[config.mk]
export PLATFORM = sky130hd
export DESIGN_NAME = frame_timing_list_ptrs
export DESIGN_NICKNAME = d
export VERILOG_FILES = /design/src/frame_downcounter.v /design/src/frame_timing_list_ptrs.v
export VERILOG_INCLUDE_DIRS = /design/src /design/src/src
export SDC_FILE = /design/constraint.sdc
export NUM_CORES = 1
export LEC_CHECK = 0
export BUFFER_PORTS_ARGS = -buffer_cell sky130_fd_sc_hd__buf_2
export CAP_MARGIN = 25
export CORE_MARGIN = 2
export CORE_UTILIZATION = 55
export DETAILED_ROUTE_END_ITERATION = 7
export PLACE_DENSITY = 0.81
export SLEW_MARGIN = 20
export SYNTH_ARGS = -nofsm -noshare
export SYNTH_HDL_FRONTEND = slang
export SYNTH_HIERARCHICAL = 1
export SYNTH_SLANG_ARGS = --single-unit
[constraint.sdc]
create_clock -name CORE_CLK_IN -period 3.2 [get_ports CORE_CLK_IN]
set_clock_uncertainty 0.1 [all_clocks]
set_input_delay 0.32 -clock CORE_CLK_IN [delete_from_list [all_inputs] [get_ports CORE_CLK_IN]]
set_output_delay 0.32 -clock CORE_CLK_IN [all_outputs]
set_load 0.02 [all_outputs]
[src/frame_timing_map.vh]
// Purpose: Offsets, field positions, reset values and timing counts
// Assumes: Byte-addressed register port, byte offsets as printed
// Notes: Definitions only
`ifndef FRAME_TIMING_MAP_VH
`define FRAME_TIMING_MAP_VH
`define OFS_BULK_CUR 8'h2C
`define OFS_DONE_HEAD 8'h30
`define OFS_FM_INTERVAL 8'h34
`define OFS_FM_REMAIN 8'h38
`define OFS_FM_NUMBER 8'h3C
`define OFS_PERIODIC_START 8'h40
`define PTR_MSB 31
`define PTR_LSB 4
`define TOGGLE_BIT 31
`define LPB_MSB 30
`define LPB_LSB 16
`define FI_MSB 13
`define FN_MSB 15
`define FI_RESET 14'h2EDF
`define BIT_TIME_NS 83
`define CLK_PERIOD_NS 100
`define BIT_TIME_CYCLES 1
`endif

[src/frame_downcounter.v]
// Purpose: Frame-remaining down counter with reload and toggle copy
// Assumes: One bit time per tick input
// Notes: Zero pulse marks a frame boundary
`timescale 1ns/1ns
`default_nettype none
module frame_downcounter #(
  parameter W = 14
) (
  input wire clk_in,
  input wire rst_n_in,
  input wire tick_in,
  input wire reload_in,
  input wire [W-1:0] interval_in,
  input wire toggle_in,
  input wire wr_in,
  input wire [W-1:0] wr_value_in,
  input wire wr_toggle_in,
  output reg [W-1:0] count_out,
  output reg toggle_out,
  output reg boundary_out
);
  always @(posedge clk_in or negedge rst_n_in) begin
    if (!rst_n_in) begin
      count_out <= {W{1'b0}};
      toggle_out <= 1'b0;
      boundary_out <= 1'b0;
    end else begin
      boundary_out <= 1'b0;
      if (reload_in) begin
        count_out <= interval_in;
      end else if (wr_in) begin
        count_out <= wr_value_in;
        toggle_out <= wr_toggle_in;
      end else if (tick_in) begin
        if (count_out == {W{1'b0}}) begin
          count_out <= interval_in;
          toggle_out <= toggle_in;
          boundary_out <= 1'b1;
        end else begin
          count_out <= count_out - {{(W-1){1'b0}}, 1'b1};
        end
      end
    end
  end
endmodule // frame_downcounter
`default_nettype wire

[src/frame_timing_list_ptrs.v]
// Purpose: Frame timing and bulk/done list pointers of a host controller core
// Assumes: Register port with address, write and read strobes on the core clock
// Notes: Engine events arrive as one-cycle pulses from same-clock logic
//
// How it works
// - Bulk list served round-robin; pointer advances to next endpoint after service.
// - At bulk list end, if list-filled set copy head and clear flag.
// - Bulk current pointer resets to zero, meaning end of list.
// - Completed descriptor gets old done head, then done head takes its address.
// - Done head clears to zero when written to shared area.
// - Frame interval is 14 bits, resets to 11,999.
// - Largest-packet field loads a counter at every frame start.
// - Frame remaining decrements per bit time, reloads from interval at zero.
// - At zero, interval toggle is copied into remaining toggle.
// - Entering operational state reloads remaining from interval.
// - Frame number increments on each reload and wraps after FFFFH.
// - Frame number increments on entering operational state.
// - Frame number written to shared area after start of frame, before endpoints.
// - Start-of-frame flag set once that write completes.
// - Periodic start clears on hardware reset; earliest remaining value for periodic.
// - At periodic start, periodic lists win after current transaction finishes.
`timescale 1ns/1ns
`default_nettype none
`include "frame_timing_map.vh"
module frame_timing_list_ptrs #(
  parameter FI_W = 14,
  parameter LPB_W = 15
) (
  input wire CORE_CLK_IN,
  input wire RST_N_IN,
  input wire [7:0] REG_ADDR_IN,
  input wire REG_WR_IN,
  input wire REG_RD_IN,
  input wire [31:0] REG_WDATA_IN,
  input wire BIT_TICK_IN,
  input wire OPERATIONAL_ENTER_IN,
  input wire BULK_LIST_ENABLE_IN,
  input wire LIST_FILLED_FLAG_IN,
  input wire [31:0] BULK_HEAD_IN,
  input wire BULK_SERVED_IN,
  input wire [31:0] BULK_NEXT_IN,
  input wire TD_DONE_IN,
  input wire [31:0] TD_ADDR_IN,
  input wire DONE_HEAD_WB_IN,
  input wire SOF_SENT_IN,
  input wire MEM_WR_DONE_IN,
  input wire XFER_BUSY_IN,
  output reg [31:0] REG_RDATA_OUT,
  output reg LIST_FILLED_CLEAR_OUT,
  output reg [31:0] TD_NEXT_OUT,
  output reg TD_NEXT_WR_OUT,
  output reg [31:0] SHARED_FN_OUT,
  output reg SHARED_FN_WR_OUT,
  output reg START_OF_FRAME_FLAG_OUT,
  output reg [LPB_W-1:0] LARGEST_PACKET_COUNT_OUT,
  output reg PERIODIC_PRIORITY_OUT
);
  reg [27:0] bulk_current_pointer_q;
  reg [27:0] done_queue_head_q;
  reg [FI_W-1:0] frame_interval_q;
  reg [LPB_W-1:0] largest_packet_bits_q;
  reg interval_toggle_q;
  reg [`FN_MSB:0] frame_number_q;
  reg [FI_W-1:0] periodic_start_q;
  reg fn_pending_q;
  reg periodic_due_q;
  wire [FI_W-1:0] frame_remaining;
  wire remaining_toggle;
  wire boundary;
  wire wr_remain;
  reg [31:0] rdata_d;

  function hit;
    input [7:0] a;
    input [7:0] ofs;
    begin
      hit = (a == ofs);
    end
  endfunction

  assign wr_remain = REG_WR_IN && hit(REG_ADDR_IN, `OFS_FM_REMAIN);

  frame_downcounter #(
    .W(FI_W)
  ) u_remain (
    .clk_in(CORE_CLK_IN),
    .rst_n_in(RST_N_IN),
    .tick_in(BIT_TICK_IN),
    .reload_in(OPERATIONAL_ENTER_IN),
    .interval_in(frame_interval_q),
    .toggle_in(interval_toggle_q),
    .wr_in(wr_remain),
    .wr_value_in(REG_WDATA_IN[FI_W-1:0]),
    .wr_toggle_in(REG_WDATA_IN[`TOGGLE_BIT]),
    .count_out(frame_remaining),
    .toggle_out(remaining_toggle),
    .boundary_out(boundary)
  );

  always @(posedge CORE_CLK_IN or negedge RST_N_IN) begin
    if (!RST_N_IN) begin
      bulk_current_pointer_q <= 28'h000_0000;
      done_queue_head_q <= 28'h000_0000;
      frame_interval_q <= `FI_RESET;
      largest_packet_bits_q <= 15'h0000;
      interval_toggle_q <= 1'b0;
      frame_number_q <= 16'h0000;
      periodic_start_q <= 14'h0000;
      fn_pending_q <= 1'b0;
      periodic_due_q <= 1'b0;
      LIST_FILLED_CLEAR_OUT <= 1'b0;
      TD_NEXT_OUT <= 32'h0000_0000;
      TD_NEXT_WR_OUT <= 1'b0;
      SHARED_FN_OUT <= 32'h0000_0000;
      SHARED_FN_WR_OUT <= 1'b0;
      START_OF_FRAME_FLAG_OUT <= 1'b0;
      LARGEST_PACKET_COUNT_OUT <= 15'h0000;
      PERIODIC_PRIORITY_OUT <= 1'b0;
      REG_RDATA_OUT <= 32'h0000_0000;
    end else begin
      LIST_FILLED_CLEAR_OUT <= 1'b0;
      TD_NEXT_WR_OUT <= 1'b0;
      SHARED_FN_WR_OUT <= 1'b0;
      START_OF_FRAME_FLAG_OUT <= 1'b0;

      if (BULK_SERVED_IN && BULK_NEXT_IN[`PTR_MSB:`PTR_LSB] != 28'h000_0000) begin
        bulk_current_pointer_q <= BULK_NEXT_IN[`PTR_MSB:`PTR_LSB];
      end else if (BULK_SERVED_IN) begin
        if (LIST_FILLED_FLAG_IN) begin
          bulk_current_pointer_q <= BULK_HEAD_IN[`PTR_MSB:`PTR_LSB];
          LIST_FILLED_CLEAR_OUT <= 1'b1;
        end else begin
          bulk_current_pointer_q <= 28'h000_0000;
        end
      end else if (REG_WR_IN && hit(REG_ADDR_IN, `OFS_BULK_CUR) && !BULK_LIST_ENABLE_IN) begin
        bulk_current_pointer_q <= REG_WDATA_IN[`PTR_MSB:`PTR_LSB];
      end

      if (TD_DONE_IN) begin
        TD_NEXT_OUT <= {done_queue_head_q, 4'h0};
        TD_NEXT_WR_OUT <= 1'b1;
        done_queue_head_q <= TD_ADDR_IN[`PTR_MSB:`PTR_LSB];
      end else if (DONE_HEAD_WB_IN) begin
        done_queue_head_q <= 28'h000_0000;
      end else if (REG_WR_IN && hit(REG_ADDR_IN, `OFS_DONE_HEAD)) begin
        done_queue_head_q <= REG_WDATA_IN[`PTR_MSB:`PTR_LSB];
      end

      if (REG_WR_IN && hit(REG_ADDR_IN, `OFS_FM_INTERVAL)) begin
        frame_interval_q <= REG_WDATA_IN[FI_W-1:0];
        largest_packet_bits_q <= REG_WDATA_IN[`LPB_MSB:`LPB_LSB];
        interval_toggle_q <= REG_WDATA_IN[`TOGGLE_BIT];
      end
      if (REG_WR_IN && hit(REG_ADDR_IN, `OFS_PERIODIC_START)) begin
        periodic_start_q <= REG_WDATA_IN[FI_W-1:0];
      end

      if (boundary || OPERATIONAL_ENTER_IN) begin
        frame_number_q <= frame_number_q + 16'h0001;
        LARGEST_PACKET_COUNT_OUT <= largest_packet_bits_q;
        periodic_due_q <= 1'b0;
        PERIODIC_PRIORITY_OUT <= 1'b0;
      end else begin
        if (REG_WR_IN && hit(REG_ADDR_IN, `OFS_FM_NUMBER)) begin
          frame_number_q <= REG_WDATA_IN[`FN_MSB:0];
        end
        if (frame_remaining == periodic_start_q && BIT_TICK_IN) begin
          periodic_due_q <= 1'b1;
        end
        if ((periodic_due_q || frame_remaining == periodic_start_q) && !XFER_BUSY_IN) begin
          PERIODIC_PRIORITY_OUT <= periodic_due_q;
        end
      end

      if (SOF_SENT_IN) begin
        SHARED_FN_OUT <= {16'h0000, frame_number_q};
        SHARED_FN_WR_OUT <= 1'b1;
        fn_pending_q <= 1'b1;
      end else if (fn_pending_q && MEM_WR_DONE_IN) begin
        START_OF_FRAME_FLAG_OUT <= 1'b1;
        fn_pending_q <= 1'b0;
      end

      REG_RDATA_OUT <= rdata_d;
    end
  end

  always @* begin
    rdata_d = 32'h0000_0000;
    if (REG_RD_IN) begin
      case (REG_ADDR_IN)
        `OFS_BULK_CUR: rdata_d = {bulk_current_pointer_q, 4'h0};
        `OFS_DONE_HEAD: rdata_d = {done_queue_head_q, 4'h0};
        `OFS_FM_INTERVAL: rdata_d = {interval_toggle_q, largest_packet_bits_q, 2'b00, frame_interval_q};
        `OFS_FM_REMAIN: rdata_d = {remaining_toggle, 17'h0_0000, frame_remaining};
        `OFS_FM_NUMBER: rdata_d = {18'h0_0000, frame_number_q[FI_W-1:0]};
        `OFS_PERIODIC_START: rdata_d = {18'h0_0000, periodic_start_q};
        default: rdata_d = 32'h0000_0000;
      endcase
    end
  end
endmodule // frame_timing_list_ptrs
`default_nettype wire

### Word-level counts from Yosys, hierarchy flattened

Index checks and enable logic that the tools add are counted.

* bits in registers: 230
* input bits: 150
* output and inout port bits: 116

* $add $sub $neg: 2
* equal/unequal tests: 7
* mux-type cells: 35
* bitwise logic cells: 1
* reductions and logical operators: 27

Operator list (number)
* $mux 28: 7
* $pmux 32 s6: 1
* $mux 14: 4
* $eq 8x6->1 const B: 5
* $mux 16: 2
* $mux 32: 1
* $reduce_bool 28->1: 1
* $mux 1: 20
* $add 16x1->16 const B: 1
* $eq 14x14->1: 1
* $logic_not 14->1: 1
* $sub 14x1->14 const B: 1
* $reduce_bool 2->1: 6
* $logic_and 1x1->1: 11
* $reduce_bool 3->1: 3
* $eq 8x7->1 const B: 1
* $reduce_and 3->1: 1
* $logic_not 1->1: 2
* $logic_or 1x1->1: 2
* $not 1->1: 1

### Longest topological paths before layout

* word-level depth: 6
* depth in mapped cells: 10
* gate-level depth less buffers: 8

### Hierarchy

The synthesis kept the hierarchy.

By module, submodules not included
* frame_timing_list_ptrs: times used 1, cells an instance 943, area each 10362.4 µm², seq. area each 5368.9 µm²
* frame_downcounter: times used 1, cells an instance 162, area each 1252.5 µm², seq. area each 400.4 µm²

### Least setup slack after synthesis

OpenSTA, ideal clock, no wires.

* path type: input -> register
* start: input port REG_ADDR_IN[3]
* end: register u_remain.count_out[3]
* setup time: 0.065 ns
* arrival: 2.467 ns
* data required time: 3.035 ns
* path slack: 0.567 ns
* cell stages on the path: 9
* buffers on the path: 5
* path through: buf_2 buf_1 clkbuf_1 nor3b_1 clkbuf_1 buf_1 nor3_1 a311oi_2 o22a_1

* longest elaborated chain between the ends: 4

Ends and longest elaborated chain
* start, declared: line frame_timing_list_ptrs.v:31 `input wire [7:0] REG_ADDR_IN,`
* $eq 8x6->1 *: line frame_timing_list_ptrs.v:77 `hit = (a == ofs);`
* $logic_and 1x1->1 *: line frame_timing_list_ptrs.v:81 `` assign wr_remain = REG_WR_IN && hit(REG_ADDR_IN, `OFS_FM_REMAIN); ``
* named net wr_remain: line frame_timing_list_ptrs.v:70 `wire wr_remain;`
* $mux 14: line frame_downcounter.v:31 `end else if (wr_in) begin`
* $mux 14: line frame_downcounter.v:29 `if (reload_in) begin`
* end signal, assigned: line frame_downcounter.v:30 `count_out <= interval_in;`
* end signal, assigned: line frame_downcounter.v:32 `count_out <= wr_value_in;`
* end signal, assigned: line frame_downcounter.v:36 `count_out <= interval_in;`
* end, declared: line frame_downcounter.v:18 `output reg [W-1:0] count_out,`

Mark *: on every way through the listed nets, which the timed path passes. The rest lies on a longest branch.
A chain may end at the register's enable or synchronous reset.

### Final worst setup path

* start: register u_remain.count_out[0]
* end: register u_remain.count_out[0]

* longest elaborated chain between the ends: 5

Ends and longest elaborated chain
* start signal, assigned: line frame_downcounter.v:24 `count_out <= {W{1'b0}};`
* start signal, assigned: line frame_downcounter.v:30
* start signal, assigned: line frame_downcounter.v:32
* $sub 14x1->14 / $logic_not 14->1 (equally long branches): line frame_downcounter.v:40, frame_downcounter.v:35
* $mux 14 *: line frame_downcounter.v:35 `if (count_out == {W{1'b0}}) begin`
* $mux 14 *: line frame_downcounter.v:34 `end else if (tick_in) begin`
* $mux 14 *: line frame_downcounter.v:31
* $mux 14 *: line frame_downcounter.v:29

Mark *: on every way between the ends. The rest lies on a longest branch, timed or not. The select of a mux whose other input is x is not followed.

==> metrics.md <==
| Metric | Value |
|---|---|
| Outcome | `finished, final reports clean` |
| Yosys reg bits | `230` |
| Hold Path Origin | `SOF_SENT_IN` |
| Initial Util | `55.6%` |
| FF-to-FF Start | `u_remain/count_out[0]` |
| DR WL/cell | `22.1 microns` |
| Yosys cell types | `69` |
| Via count | `10258` |
| Postcts setup bufs | `0` |
| Final worst path period share | `83.5%` |
| Endpoint class of the critical path | `flop` |
| Reg2reg setup slack | `0.53 ns` |
| H-tree Lvls | `1` |
| Routed WL | `36700 microns` |
| Final setup violation count | `0` |
| Die width | `149 microns` |
| Met2 Use GR | `49.4%` |
| Register area share after synthesis | `49.7%` |
| Post-Synthesis Cells | `1105` |
| Adder-cell share of the synthesized area | `0.215%` |
| Reg2Reg Depth | `8` |
| Fillers | `1482` |
| RD Place Congestion | `0.949` |
| GRT Total Usage | `32.6%` |
| Area Overhead vs Synth | `23.3%` |
| Max Freq | `374 MHz` |
| Simple-gate portion of the synthesized area | `14.0%` |
| Worst hold stages | `1` |
| Post-synth ARST share | `100%` |
| DRC viols | `0` |
| Main combinational cell family by area after synthesis | `multiplexers` |
| Total grt overflow | `0` |
| Sequential share of power | `45.4%` |
| Final hold viol count | `0` |
| Clock power frac | `37.5%` |
| Clock root buffer master | `clkbuf_16` |
| CTS max path bufs | `3` |
| Top Usage Layer GRT | `met2` |
| EDFF count, synth | `0` |
| Placeable Area | `20900 sq um` |
| Net Sw Frac | `29.2%` |
| CP Data Required Time | `3.50 ns` |
| Post-synthesis compound-gate area fraction | `14.3%` |
| Routed Antenna Nets | `0` |
| Mapped Area | `11600 sq um` |
| Worst reg2reg endpoint | `u_remain/count_out[0]` |
| Xor and xnor area share after synthesis | `1.66%` |
| Minimum hold slack | `0.0212 ns` |
| CTS Sinks | `230` |
| Internal power | `5430 uW` |
| Startpoint types | `flop` |
| Via density | `6.17` |
| Measured slew at the worst slew-check pin | `0.898 ns` |
| Die height | `149 microns` |
| GR Util met3 | `6.30%` |
| Met1 Resource Use GR | `45.9%` |
| Dpl hpwl | `24800 microns` |
| Final net count | `1521` |
| RSZ-0062 raised after global routing | `no` |
| Peak supply drop | `0.369 mV` |
| First-iteration detailed-routing DRC count | `1009` |
| Die Area | `22300 sq um` |
| Portion of netlist area occupied by mux cells | `14.9%` |
| Share of cells above drive strength 1 | `31.0%` |
| Hold WC Path Type | `in -> reg` |
| Critical path class | `reg -> reg` |
| Relative slew slack | `39.6%` |
| # IOs | `266` |
| First-pass GRT wire length | `56200 microns` |
| Net Switching | `2240 uW` |
| Mean Syn Cell Area | `10.5 sq um` |
| Clock latency at the later pin of the worst-skew pair | `0.54 ns` |
| Row count | `53` |
| Minimum clock period | `2.67 ns` |
| PwrDens | `536 nW/um^2` |
| Maxcap violations | `0` |
| Largest net degree at the start of global routing | `92` |
| P_leak | `0.00708 uW` |
| Vias in the first global route | `10087` |
| Combinational share of power | `17.1%` |
| Worst Hold Path EP | `SHARED_FN_WR_OUT` |
| Ys flop type | `dfrtp_1` |
| Initial antenna violation count | `1` |
| Worst-path maximum fanout | `12` |
| Most common cell after layout, fill and taps aside | `buf_2` |
| Clock slew at reported path FFs | `0.07 ns` |
| Final setup TNS | `0 ns` |
| CTS tree | `built` |
| Yosys warns | `6` |
| Arr. time, crit path | `2.97 ns` |
| Drt first pass iters | `5` |
| Port Buffers | `233` |
| CTS buffer count | `24` |
| Max-slew violation count | `0` |
| Most frequent cells in the layout | `232 x buf_2, 219 x dfrtp_1, 105 x nand2_1` |
## cells by family (layout without fill, tap and decap cells)
kind of cell | Yosys count | in the layout
adder cells (fa/ha/maj) | 2 | 2
AO/OA/AOI/OAI | 236 | 236
other | 1 | 21
buffers and inverters | 131 | 393
multiplexers | 160 | 160
flip-flops | 230 | 230
XOR/XNOR | 22 | 22
AND/OR/NAND/NOR | 323 | 323
## cell type report
class / instances / area [sq um] / share of cell area (%)
diodes: 1 / 2.50 / 0.0175
clock buffers: 33 / 694 / 4.85
clock inverters: 10 / 120 / 0.839
inverters: 40 / 150 / 1.05
multi-input cells: 763 / 5330 / 37.2
flip-flops and latches: 230 / 5770 / 40.3
well taps: 275 / 344 / 2.40
repair buffers: 310 / 1900 / 13.3
## power groups by stage
stage          sequential (uW)  combinational (uW)  clock, uW
6_report                  3480                1310       2880
3_5_place_dp              3520                1240          0
5_1_grt                   3520                1420       3020
3_3_place_gp              3500                1210          0
4_1_cts                   3470                1290       2900
2_1_floorplan             3540                 683          0
## Yosys cell counts, types with 5 or more instances
cell type / number / area, sq um
o21ai_0: 50 / 250
buf_2: 9 / 45.0
clkbuf_1: 52 / 195
nor2b_1: 5 / 31.3
a2bb2oi_1: 33 / 289
nor3b_1: 10 / 75.1
nand2_1: 105 / 394
nor4_1: 11 / 68.8
o22a_1: 11 / 96.3
dfstp_2: 11 / 289
dfrtp_1: 219 / 5480
a211oi_1: 8 / 60.1
xnor2_1: 18 / 158
nand2b_1: 31 / 194
a31oi_1: 8 / 50.1
a22oi_1: 43 / 323
nor3_1: 46 / 230
buf_4: 20 / 150
a21oi_1: 28 / 140
nand3_1: 8 / 40.0
a21boi_1: 8 / 60.1
nand4_1: 13 / 81.3
mux2_2: 100 / 1130
or3_1: 8 / 50.1
mux2i_1: 58 / 581
inv_1: 39 / 146
buf_1: 7 / 26.3
nor2_1: 57 / 214
a22o_1: 16 / 140
## per-stage QoR
step | utilization (%) | setup slack, ns | power [uW] | area, sq um | std cells
2_1_floorplan | - | 0.567 | 4220 | 11700 | 1124
3_3_place_gp | 62.2 | 0.683 | 4710 | 13000 | 1570
3_5_place_dp | 62.2 | 0.623 | 4750 | 13000 | 1570
4_1_cts | 68.4 | 0.600 | 7660 | 14300 | 1660
5_1_grt | 68.5 | 0.394 | 7960 | 14300 | 1662
6_report | 68.5 | 0.529 | 7680 | 14300 | 1662
## registers in the layout, indices dropped and copies added (netlist names), 15 cells and up
register,count
largest_packet_bits_q,15
REG_RDATA_OUT,32
done_queue_head_q,28
TD_NEXT_OUT,28
bulk_current_pointer_q,28
frame_number_q,16
LARGEST_PACKET_COUNT_OUT,15
SHARED_FN_OUT,16
## critical path, stage by stage, from the launching register on
cell and delay, ns:
dfrtp_1 0.46, inv_1 0.12, ha_1 0.27, or4b_1 0.58, nor4_2 0.34, buf_4 0.28
nor3b_1 0.07, a311oi_1 0.21, o21ai_0 0.11
## what timing repair did
action | CTS | global route
endpoints found under the hold margin | 125 | 0
hold buffers | 47 | 0
resized for setup | 0 | 0
## worst max-delay path by stage
stage | from | end | slack (ns) | depth (start not counted)
after detailed placement | u_remain/count_out[0] | u_remain/count_out[0] | 0.62 | 8
after global routing | u_remain/count_out[1] | u_remain/count_out[0] | 0.39 | 8
after global placement | u_remain/count_out[0] | u_remain/count_out[0] | 0.68 | 8
final | u_remain/count_out[0] | u_remain/count_out[0] | 0.53 | 8
after floorplan | REG_ADDR_IN[3] | u_remain/count_out[3] | 0.57 | 9
after CTS | u_remain/count_out[0] | u_remain/count_out[0] | 0.60 | 8
## routing by layer
metal  part of all wire, %  vias up  wire length [microns]
met5                     0        -                      0
met4                   4.2        0                   1550
li1                      -     4488                      -
met1                    40     4966                  14600
met2                    45      693                  16700
met3                    11      111                   3890
Power figures use the tool's default switching activity.
